--- src/efss_pkg.sv ---
package efss_pkg;
   // Setting word widths (fixed point, hundredths)
   localparam int EFSS_VW = 16;
   // Parameter indices on the setting port
   localparam logic [3:0] EFSS_P_LOW_START = 4'h0;
   localparam logic [3:0] EFSS_P_LOW_DELAY = 4'h1;
   localparam logic [3:0] EFSS_P_MULT = 4'h2;
   localparam logic [3:0] EFSS_P_HIGH_START = 4'h3;
   localparam logic [3:0] EFSS_P_HIGH_DELAY = 4'h4;
   localparam logic [3:0] EFSS_P_SWITCH_ONE = 4'h5;
   localparam logic [3:0] EFSS_P_HIGH_OFF = 4'h6;
   localparam logic [3:0] EFSS_P_INVERSE = 4'h7;
   localparam logic [3:0] EFSS_P_GROUP_CFG = 4'h8;
   // Defaults in hundredths
   localparam logic [15:0] EFSS_LOW_START_RST = 16'h0001;
   localparam logic [15:0] EFSS_LOW_DELAY_RST = 16'h0005;
   localparam logic [15:0] EFSS_MULT_RST = 16'h0005;
   localparam logic [15:0] EFSS_HIGH_START_RST = 16'h0005;
   localparam logic [15:0] EFSS_HIGH_DELAY_RST = 16'h0004;
   localparam logic [7:0] EFSS_SW1_RST = 8'h00;
   // Inverse-time clamp of low-set start, 0.40 x In
   localparam logic [15:0] EFSS_INV_CLAMP = 16'h0028;
   // Read value when high-set stage is out of operation
   localparam logic [15:0] EFSS_HIGH_OFF_VAL = 16'h03E7;
   // Switch positions inside function_switch_group_one
   localparam int EFSS_SW_LATCH1 = 0;
   localparam int EFSS_SW_LATCH2 = 1;
   localparam int EFSS_SW_SIG_PULSE = 2;
   localparam int EFSS_SW_PWR_PULSE = 3;
   // Pulse timing
   localparam int EFSS_CLK_MHZ = 50;
   localparam int EFSS_PULSE_LONG_MS = 80;
   localparam int EFSS_PULSE_SHORT_MS = 40;
   localparam int EFSS_LONG_CYC = EFSS_PULSE_LONG_MS * 1000 * EFSS_CLK_MHZ;
   localparam int EFSS_SHORT_CYC = EFSS_PULSE_SHORT_MS * 1000 * EFSS_CLK_MHZ;
   localparam int EFSS_CW = 22;
   typedef enum logic [1:0] {EFSS_IDLE, EFSS_HOLD, EFSS_LATCH} efss_out_t;
endpackage

--- src/efss_group.sv ---
`timescale 1ns/1ns
// One complete setting group with its own storage
module efss_group
   import efss_pkg::*;
(
   input wire logic clk_i,
   input wire logic rst_i,
   input wire logic we_i,
   input wire logic [3:0] idx_i,
   input wire logic [15:0] data_i,
   output logic [15:0] low_start_o,
   output logic [15:0] low_delay_o,
   output logic [15:0] mult_o,
   output logic [15:0] high_start_o,
   output logic [15:0] high_delay_o,
   output logic [7:0] sw_one_o,
   output logic high_off_o,
   output logic inverse_o
);
   typedef struct packed {
      logic [15:0] low_start;
      logic [15:0] low_delay;
      logic [15:0] mult;
      logic [15:0] high_start;
      logic [15:0] high_delay;
      logic [7:0] sw_one;
      logic high_off;
      logic inverse;
   } efss_grp_t;
   efss_grp_t s_q, s_d;

   // Store one word at the addressed setting
   always_comb begin
      s_d = s_q;
      if (we_i) begin
         unique case (idx_i)
            EFSS_P_LOW_START: s_d.low_start = data_i;
            EFSS_P_LOW_DELAY: s_d.low_delay = data_i;
            EFSS_P_MULT: s_d.mult = data_i;
            EFSS_P_HIGH_START: s_d.high_start = data_i;
            EFSS_P_HIGH_DELAY: s_d.high_delay = data_i;
            EFSS_P_SWITCH_ONE: s_d.sw_one = data_i[7:0];
            EFSS_P_HIGH_OFF: s_d.high_off = data_i[0];
            EFSS_P_INVERSE: s_d.inverse = data_i[0];
            default: s_d = s_q; // Unknown index ignored
         endcase
      end
   end

   // Register with defaults
   always_ff @(posedge clk_i) begin
      if (rst_i) begin
         s_q.low_start <= EFSS_LOW_START_RST;
         s_q.low_delay <= EFSS_LOW_DELAY_RST;
         s_q.mult <= EFSS_MULT_RST;
         s_q.high_start <= EFSS_HIGH_START_RST;
         s_q.high_delay <= EFSS_HIGH_DELAY_RST;
         s_q.sw_one <= EFSS_SW1_RST;
         s_q.high_off <= 1'b0;
         s_q.inverse <= 1'b0;
      end else begin
         s_q <= s_d;
      end
   end

   assign low_start_o = s_q.low_start;
   assign low_delay_o = s_q.low_delay;
   assign mult_o = s_q.mult;
   assign high_start_o = s_q.high_start;
   assign high_delay_o = s_q.high_delay;
   assign sw_one_o = s_q.sw_one;
   assign high_off_o = s_q.high_off;
   assign inverse_o = s_q.inverse;
endmodule

--- src/efss_pulse.sv ---
`timescale 1ns/1ns
// Output stretcher with optional latch and minimum pulse length
module efss_pulse
   import efss_pkg::*;
(
   input wire logic clk_i,
   input wire logic rst_i,
   input wire logic trip_i,
   input wire logic latch_en_i,
   input wire logic short_i,
   input wire logic release_i,
   output logic out_o
);
   typedef struct packed {
      efss_out_t st;
      logic [EFSS_CW-1:0] cnt;
      logic out;
   } efss_pst_t;
   efss_pst_t s_q, s_d;

   // Minimum pulse then follow trip, or latch
   always_comb begin
      s_d = s_q;
      unique case (s_q.st)
         EFSS_IDLE: begin
            if (trip_i) begin
               s_d.out = 1'b1;
               s_d.st = EFSS_HOLD;
               s_d.cnt = short_i ? EFSS_CW'(EFSS_SHORT_CYC - 1)
                                 : EFSS_CW'(EFSS_LONG_CYC - 1);
            end
         end
         EFSS_HOLD: begin
            if (s_q.cnt != '0) begin
               s_d.cnt = s_q.cnt - 1'b1;
            end
            if (latch_en_i) begin
               s_d.st = EFSS_LATCH;
            end else if (s_q.cnt == '0 && !trip_i) begin
               s_d.out = 1'b0;
               s_d.st = EFSS_IDLE;
            end
         end
         EFSS_LATCH: begin
            // Latch overrides minimum pulse length
            if (release_i && !trip_i) begin
               s_d.out = 1'b0;
               s_d.st = EFSS_IDLE;
               s_d.cnt = '0;
            end
         end
      endcase
   end

   // State register
   always_ff @(posedge clk_i) begin
      if (rst_i) begin
         s_q.st <= EFSS_IDLE;
         s_q.cnt <= '0;
         s_q.out <= 1'b0;
      end else begin
         s_q <= s_d;
      end
   end

   assign out_o = s_q.out;
endmodule

--- src/efss_store.sv ---
`timescale 1ns/1ns
// What this block does
// - two groups, one applied at once
// - configure groups locally or by parameter
// - binary input chooses active group
// - low-set start stored, default 0.01
// - inverse-time low-set start clamped to 0.40 at low_start_o, host read unclamped
// - low-set delay stored, default 0.05 s
// - time multiplier stored, default 0.05
// - high-set start stored, default 0.05
// - high-set delay stored, default 0.04 s
// - high-set off reads back 999
// - switches settable, checksum is weighted sum
// - unlatched power output follows signal drop
// - latched power output stays active
// - panel, input or bus releases latch
// - switch three sets signal pulse length
// - first switchgroup resets to zero
// - switch four sets power pulse length
module efss_store
   import efss_pkg::*;
(
   input wire logic clk_i,
   input wire logic rst_i,
   // Local panel setting port
   input wire logic panel_we_i,
   input wire logic panel_grp_i,
   input wire logic [3:0] panel_idx_i,
   input wire logic [15:0] panel_data_i,
   input wire logic panel_release_i,
   // Serial host setting port
   input wire logic host_we_i,
   input wire logic [3:0] host_idx_i,
   input wire logic [15:0] host_data_i,
   input wire logic host_release_i,
   input wire logic [3:0] host_rd_idx_i,
   output logic [15:0] host_rd_data_o,
   // External binary inputs (pins)
   input wire logic group_sel_pin_i,
   input wire logic release_pin_i,
   // Trip requests from protection logic
   input wire logic trip_one_i,
   input wire logic trip_two_i,
   input wire logic sig_one_i,
   input wire logic sig_two_i,
   // Active settings
   output logic active_group_o,
   output logic [15:0] low_start_o,
   output logic [15:0] low_delay_o,
   output logic [15:0] mult_o,
   output logic [15:0] high_start_o,
   output logic [15:0] high_delay_o,
   output logic high_enable_o,
   output logic [7:0] switch_one_o,
   output logic [7:0] checksum_o,
   output logic power_output_one_o,
   output logic power_output_two_o,
   output logic signal_output_one_o,
   output logic signal_output_two_o
);
   typedef struct packed {
      logic [1:0] sel_sync;
      logic [1:0] rel_sync;
      logic host_grp;
      logic [15:0] rd_data;
   } efss_top_t;
   efss_top_t s_q, s_d;

   // Per-group write signals
   logic we_g[2];
   logic [3:0] idx_g;
   logic [15:0] data_g;
   logic [15:0] lo_s[2], lo_d[2], mu[2], hi_s[2], hi_d[2];
   logic [7:0] sw[2];
   logic hi_off[2], inv[2];
   logic act; // Active group index
   logic [7:0] sw_act;
   logic [15:0] lo_eff; // Low start after clamp
   logic [15:0] hi_rd; // High start as read by host
   logic release_any;

   // Panel has priority over the host on a collision
   always_comb begin
      idx_g = panel_we_i ? panel_idx_i : host_idx_i;
      data_g = panel_we_i ? panel_data_i : host_data_i;
      for (int g = 0; g < 2; g++) begin
         we_g[g] = panel_we_i ? (panel_grp_i == g[0])
                 : (host_we_i && host_idx_i != EFSS_P_GROUP_CFG
                    && s_q.host_grp == g[0]);
      end
   end

   // Two groups of storage
   for (genvar g = 0; g < 2; g++) begin : g_grp
      efss_group u_grp (
         .clk_i(clk_i),
         .rst_i(rst_i),
         .we_i(we_g[g]),
         .idx_i(idx_g),
         .data_i(data_g),
         .low_start_o(lo_s[g]),
         .low_delay_o(lo_d[g]),
         .mult_o(mu[g]),
         .high_start_o(hi_s[g]),
         .high_delay_o(hi_d[g]),
         .sw_one_o(sw[g]),
         .high_off_o(hi_off[g]),
         .inverse_o(inv[g])
      );
   end

   // Active selection from synchronised binary input
   always_comb begin
      act = s_q.sel_sync[1];
      sw_act = sw[act];
      lo_eff = lo_s[act];
      if (inv[act] && lo_s[act] > EFSS_INV_CLAMP) begin
         lo_eff = EFSS_INV_CLAMP;
      end
      hi_rd = hi_off[act] ? EFSS_HIGH_OFF_VAL : hi_s[act];
      release_any = panel_release_i || host_release_i
                  || s_q.rel_sync[1];
   end

   // Synchronisers, group parameter and host readback
   always_comb begin
      s_d = s_q;
      s_d.sel_sync = {s_q.sel_sync[0], group_sel_pin_i};
      s_d.rel_sync = {s_q.rel_sync[0], release_pin_i};
      if (host_we_i && !panel_we_i && host_idx_i == EFSS_P_GROUP_CFG) begin
         s_d.host_grp = host_data_i[0];
      end
      unique case (host_rd_idx_i)
         EFSS_P_LOW_START: s_d.rd_data = lo_s[act];
         EFSS_P_LOW_DELAY: s_d.rd_data = lo_d[act];
         EFSS_P_MULT: s_d.rd_data = mu[act];
         EFSS_P_HIGH_START: s_d.rd_data = hi_rd;
         EFSS_P_HIGH_DELAY: s_d.rd_data = hi_d[act];
         EFSS_P_SWITCH_ONE: s_d.rd_data = {8'h00, sw_act};
         EFSS_P_HIGH_OFF: s_d.rd_data = {15'h0000, hi_off[act]};
         EFSS_P_INVERSE: s_d.rd_data = {15'h0000, inv[act]};
         EFSS_P_GROUP_CFG: s_d.rd_data = {15'h0000, s_q.host_grp};
         default: s_d.rd_data = 16'h0000;
      endcase
   end

   // State register
   always_ff @(posedge clk_i) begin
      if (rst_i) begin
         s_q.sel_sync <= 2'h0;
         s_q.rel_sync <= 2'h0;
         s_q.host_grp <= 1'b0;
         s_q.rd_data <= 16'h0000;
      end else begin
         s_q <= s_d;
      end
   end

   // Power outputs: latch switch and power pulse switch
   efss_pulse u_po1 (
      .clk_i(clk_i),
      .rst_i(rst_i),
      .trip_i(trip_one_i),
      .latch_en_i(sw_act[EFSS_SW_LATCH1]),
      .short_i(sw_act[EFSS_SW_PWR_PULSE]),
      .release_i(release_any),
      .out_o(power_output_one_o)
   );
   efss_pulse u_po2 (
      .clk_i(clk_i),
      .rst_i(rst_i),
      .trip_i(trip_two_i),
      .latch_en_i(sw_act[EFSS_SW_LATCH2]),
      .short_i(sw_act[EFSS_SW_PWR_PULSE]),
      .release_i(release_any),
      .out_o(power_output_two_o)
   );
   // Signal outputs: never latch, switch three length
   efss_pulse u_so1 (
      .clk_i(clk_i),
      .rst_i(rst_i),
      .trip_i(sig_one_i),
      .latch_en_i(1'b0),
      .short_i(sw_act[EFSS_SW_SIG_PULSE]),
      .release_i(1'b0),
      .out_o(signal_output_one_o)
   );
   efss_pulse u_so2 (
      .clk_i(clk_i),
      .rst_i(rst_i),
      .trip_i(sig_two_i),
      .latch_en_i(1'b0),
      .short_i(sw_act[EFSS_SW_SIG_PULSE]),
      .release_i(1'b0),
      .out_o(signal_output_two_o)
   );

   // Active setting outputs
   assign active_group_o = act;
   assign low_start_o = lo_eff;
   assign low_delay_o = lo_d[act];
   assign mult_o = mu[act];
   assign high_start_o = hi_rd;
   assign high_delay_o = hi_d[act];
   assign high_enable_o = !hi_off[act];
   assign switch_one_o = sw_act;
   // Weighted sum of set switches equals the packed byte
   assign checksum_o = sw_act;
   assign host_rd_data_o = s_q.rd_data;
endmodule

--- config.mk ---
export PLATFORM = sky130hd
export DESIGN_NAME = efss_store
export DESIGN_NICKNAME = d
export VERILOG_FILES = /design/src/efss_pkg.sv /design/src/efss_group.sv /design/src/efss_pulse.sv /design/src/efss_store.sv
export SDC_FILE = /design/constraint.sdc
export NUM_CORES = 1
export LEC_CHECK = 0
export ABC_CLOCK_PERIOD_IN_PS = 2800
export BUFFER_PORTS_ARGS = -buffer_cell sky130_fd_sc_hd__clkbuf_2
export CELL_PAD_IN_SITES_DETAIL_PLACEMENT = 1
export CELL_PAD_IN_SITES_GLOBAL_PLACEMENT = 1
export CORE_AREA = 2 2 186 188
export DETAILED_ROUTE_END_ITERATION = 16
export DIE_AREA = 0 0 188 190
export PLACE_DENSITY_LB_ADDON = 0.1
export SLEW_MARGIN = 25
export SYNTH_ARGS = -nofsm -noshare
export SYNTH_HDL_FRONTEND = slang
export SYNTH_SLANG_ARGS = --single-unit
--- constraint.sdc ---
create_clock -name clk_i -period 2.8 [get_ports clk_i]
set_input_delay 0.28 -clock clk_i [delete_from_list [all_inputs] [get_ports clk_i]]
set_output_delay 0.28 -clock clk_i [all_outputs]
set_load 0.03 [all_outputs]
==> impl_results.html <==
<table>
<tr><th>Metric</th><th>Value</th></tr>
<tr><th colspan="2">Yosys</th></tr>
<tr><td>Portion of the post-synthesis area used by sequential elements</td><td>0.395</td></tr>
<tr><td>Net count after synthesis</td><td>1,793</td></tr>
<tr><td>Most numerous cell types in the synthesized netlist</td><td>dfxtp_1, o21ai_0, mux2i_1</td></tr>
<tr><td>Library cell with the largest summed area after synthesis</td><td>dfxtp_1</td></tr>
<tr><td>Most common flop cell mapped by yosys</td><td>dfxtp_1</td></tr>
<tr><td>Top area cells in the synthesized netlist</td><td>dfxtp_1, mux2i_1, o21ai_0</td></tr>
<tr><td>Number of distinct library cells after synthesis</td><td>79</td></tr>
<tr><td>Most repeated cell in the gate-level netlist after synthesis</td><td>dfxtp_1</td></tr>
<tr><td>Number of register bits inferred by synthesis</td><td>297</td></tr>
<tr><td>Post-synth ARST share</td><td>0</td></tr>
<tr><td>Number of flops mapped to enable cells by yosys</td><td>0</td></tr>
<tr><td>Summed instance area of the synthesized netlist</td><td>15,100 sq um</td></tr>
<tr><td>Area share of the largest cell type after synthesis</td><td>0.395</td></tr>
<tr><td>Mean post-synth cell area</td><td>8.73 sq um</td></tr>
<tr><td>Cell count after synthesis</td><td>between 1,500 and 2,000</td></tr>
<tr><td>Yosys warnings</td><td>0</td></tr>
<tr><th colspan="2">Die</th></tr>
<tr><td>FP Rows</td><td>68</td></tr>
<tr><td>I/O pin total</td><td>175</td></tr>
<tr><td>Die Footprint</td><td>35,700 sq um</td></tr>
<tr><td>Initial Utilization</td><td>0.444</td></tr>
<tr><td>Chip Height</td><td>190 um</td></tr>
<tr><td>Core area</td><td>33,900 sq um</td></tr>
<tr><td>Width of the chip</td><td>188 um</td></tr>
<tr><th colspan="2">STA</th></tr>
<tr><td>Unrepaired setup endpoints after global routing</td><td>false</td></tr>
<tr><td>Endpoints failing setup</td><td>0</td></tr>
<tr><td>Slew at the pin closest to its max-slew limit</td><td>0.803 ns</td></tr>
<tr><td>Final cycle utilization of the critical path</td><td>0.961</td></tr>
<tr><td>Final-layout worst hold slack</td><td>between 0.02 and 0.025 ns</td></tr>
<tr><td>Time the final worst path needs with I/O delays and setup</td><td>between 2 and 3 ns</td></tr>
<tr><td>Final hold violations</td><td>0</td></tr>
<tr><td>Final worst setup slack</td><td>0.110 ns</td></tr>
<tr><td>Max_slew headroom</td><td>0.463</td></tr>
<tr><td>Max-slew violation count</td><td>0</td></tr>
<tr><td>Clock skew after layout</td><td>0.0177 ns</td></tr>
<tr><td>Total Neg Setup Slack</td><td>0 ns</td></tr>
<tr><td>Maximum clock frequency</td><td>0.372 GHz</td></tr>
<tr><th colspan="2">GRT</th></tr>
<tr><td>Via count of the first global-routing pass</td><td>around 14,000</td></tr>
<tr><td>Number of antenna violations at the first check in global routing</td><td>3</td></tr>
<tr><td>Global-route wire length before repair</td><td>78,900 um</td></tr>
<tr><td>Largest net degree at the start of global routing</td><td>100</td></tr>
<tr><td>Overflow after GRT</td><td>0</td></tr>
<tr><td>GRT Overall Usage</td><td>0.275</td></tr>
<tr><th colspan="2">Critical path</th></tr>
<tr><td>Crit start category</td><td>flop</td></tr>
<tr><td>Critical path type</td><td>flop to primary output</td></tr>
<tr><td>CP required</td><td>2.52 ns</td></tr>
<tr><td>Crit path DAT</td><td>2.41 ns</td></tr>
<tr><td>Slowest cell on the critical path</td><td>dfxtp_4</td></tr>
<tr><td>CP peak stage delay</td><td>0.48 ns</td></tr>
<tr><td>Cell chain of the critical path</td><td>buf_6, buf_4, mux2i_1, nor2_1, clkbuf_2</td></tr>
<tr><td>Critical Path End Type</td><td>primary output</td></tr>
<tr><td>Maximum fanout count along the critical path</td><td>23</td></tr>
<tr><th colspan="2">Routing</th></tr>
<tr><td>Wire per inst</td><td>21.7 um</td></tr>
<tr><td>Total Wirelength</td><td>50,500 um</td></tr>
<tr><td>Average via count per standard cell</td><td>roughly 6</td></tr>
<tr><td>Number of nets with antenna violations after detailed routing</td><td>0</td></tr>
<tr><td>DRT iter0 DRCs</td><td>769</td></tr>
<tr><td>Total via count after detailed routing</td><td>13,900</td></tr>
<tr><td>Remaining design rule violation count</td><td>0</td></tr>
<tr><td>Number of detailed-routing iterations run before antenna repair</td><td>5</td></tr>
<tr><th colspan="2">CTS</th></tr>
<tr><td>Clock root cell</td><td>clkbuf_16</td></tr>
<tr><td>Sinks on the clock net</td><td>slightly below 300</td></tr>
<tr><td>Number of buffers on the longest clock path</td><td>3</td></tr>
<tr><td>Clock transition time at the flip-flop clock pins of the worst setup and hold paths</td><td>about 0.060 ns</td></tr>
<tr><td>Max H-tree Level</td><td>2</td></tr>
<tr><td>Source-to-sink clock delay at the later pin of the worst-skew pair</td><td>0.52 ns</td></tr>
<tr><td>Number of buffers inserted during clock tree synthesis</td><td>35</td></tr>
<tr><td>Clock tree from TritonCTS</td><td>built</td></tr>
<tr><th colspan="2">Placement</th></tr>
<tr><td>Worst setup slack after placement</td><td>between 0.1 and 0.15 ns</td></tr>
<tr><td>HPWL reported at the end of detailed placement</td><td>between 30,000 and 40,000 um</td></tr>
<tr><td>DP Area</td><td>about 16,000 sq um</td></tr>
<tr><td>GPL Wtd Cong</td><td>0.842</td></tr>
<tr><td>Port buffer count</td><td>174</td></tr>
<tr><th colspan="2">Cells and area</th></tr>
<tr><td>Proportion of layout cells with a drive suffix above 1</td><td>0.213</td></tr>
<tr><td>Fill cell instance count of the final layout</td><td>3,979</td></tr>
<tr><td>Layout Area Growth over Synthesis</td><td>15.8%</td></tr>
<tr><td>Final net count</td><td>about 1,900</td></tr>
<tr><td>Finished layout cell area</td><td>17,400 sq um</td></tr>
<tr><th colspan="2">Pwr</th></tr>
<tr><td>Maximum ir drop on the vdd rail</td><td>0.403 mV</td></tr>
<tr><td>Pwr dens</td><td>605 nW/um^2</td></tr>
<tr><td>Leakage power of the design</td><td>~6.6 nW</td></tr>
<tr><th colspan="2">Job</th></tr>
<tr><td>Max cap viols</td><td>0</td></tr>
<tr><th colspan="2">Min path</th></tr>
<tr><td>Kind of path behind the tightest hold check</td><td>input port to flop</td></tr>
<tr><th colspan="2">Run status</th></tr>
<tr><td>Result of the run</td><td>finished, final reports clean</td></tr>
</table>
-- logic make-up (layout without fill, tap and decap cells) --
| kind of cell | Yosys count | after routing | synth area share |
|---|---|---|---|
| mux | 177 | 177 | 0.122 |
| simple gates | 578 | 578 | 0.223 |
| flops | 297 | 297 | 0.395 |
| fa+ha+maj | 10 | 10 | 0.00831 |
| buf+inv | 186 | 333 | 0.0578 |
| compound gates | 474 | 474 | 0.192 |
| other cells | 0 | 2 | 0 |
| xor+xnor | 4 | 4 | 0.00233 |
-- flip-flops by register name (all words and copies together) (netlist names) --
name / flops
u_po2.s_q: 24
g_grp.u_grp.low_start_o: 32
g_grp.u_grp.sw_one_o: 16
g_grp.u_grp.low_delay_o: 32
g_grp.u_grp.inverse_o: 2
s_q: 2
host_rd_data_o: 16
g_grp.u_grp.high_off_o: 2
active_group_o: 1
u_so1.out_o: 1
g_grp.u_grp.high_delay_o: 32
u_po2.out_o: 1
u_so1.s_q: 22
g_grp.u_grp.mult_o: 32
u_po1.s_q: 24
u_so2.s_q: 22
u_so2.out_o: 1
g_grp.u_grp.high_start_o: 32
u_po1.out_o: 1
s_d: 2
-- stage by stage --
stage | util | total power, W | cells
5_1_grt | 0.514 | 0.0110 | 2329
3_3_place_gp | 0.480 | 0.00626 | 2263
4_1_cts | 0.512 | 0.0106 | 2323
3_5_place_dp | 0.480 | 0.00631 | 2263
2_1_floorplan | - | 0.00575 | 1726
6_report | 0.514 | 0.0106 | 2330
-- layout make-up --
cell class | instances | area, sq um | area share
timing repair buffer | 247 | 1470 | 0.0844
clock buffer | 45 | 963 | 0.0552
tap | 455 | 569 | 0.0326
multi-input combinational | 1243 | 8300 | 0.476
inverter | 28 | 105 | 0.00602
antenna | 2 | 5.00 | 0.000287
sequential | 297 | 5950 | 0.341
clock inverter | 13 | 80.1 | 0.00459
-- critical path: cells and delay by family (launching register included) --
kind          cells  cell delay, ns
buf+inv           3            0.96
flops             1            0.48
mux               1            0.13
simple gates      1            0.31
-- path summary, 6_finish.rpt --
path / startpoint / endpoint / slack (ns) / cells past startpoint
setup / recovery: active_group_o / high_start_o[15] / 0.11 / 5
hold / removal: host_data_i[0] / s_q[16] / 0.02 / 3
setup reg to reg: active_group_o / host_rd_data_o[6] / 0.20 / 6
hold reg to reg: s_d[18] / s_q[18] / 0.45 / 1
-- what timing repair did --
action / CTS / global route
hold endpoints to repair: 1 / 0
setup buffers: 1 / 5
hold buffers: 1 / 0
pin swaps: 0 / 0
gates resized for setup: 3 / 6
setup endpoints to repair: 31 / 8
-- where the power goes --
| part | leakage (nW) | total, W | internal, W | switching, W |
|---|---|---|---|---|
| Clock | 0.526 | 0.00429 | 0.00243 | 0.00186 |
| Combinational | 3.66 | 0.00168 | 0.000608 | 0.00108 |
| Sequential | 2.42 | 0.00458 | 0.00440 | 0.000181 |
-- routing by layer --
layer | vias to the layer above | part of all wire | GRT usage
li1 | 6559 | - | -
met1 | 6963 | 0.44 | 0.348
met2 | 295 | 0.49 | 0.478
met3 | 92 | 0.040 | 0.0352
met4 | 2 | 0.034 | 0.101
met5 | - | 0.00026 | 0
-- layout by cell type (no fill, tap or decap), drive strengths merged, types with 31 or more instances in the layout --
master and count:
dfxtp 297, clkbuf 214, o21ai 198, mux2i 125
nor2 109, a21oi 101, nand3b 99, nand2b 79
buf 77, nand2 64, mux2 52, nor3 41
nor4 32, inv 31
No activity file was read; power rests on OpenSTA's default activity.
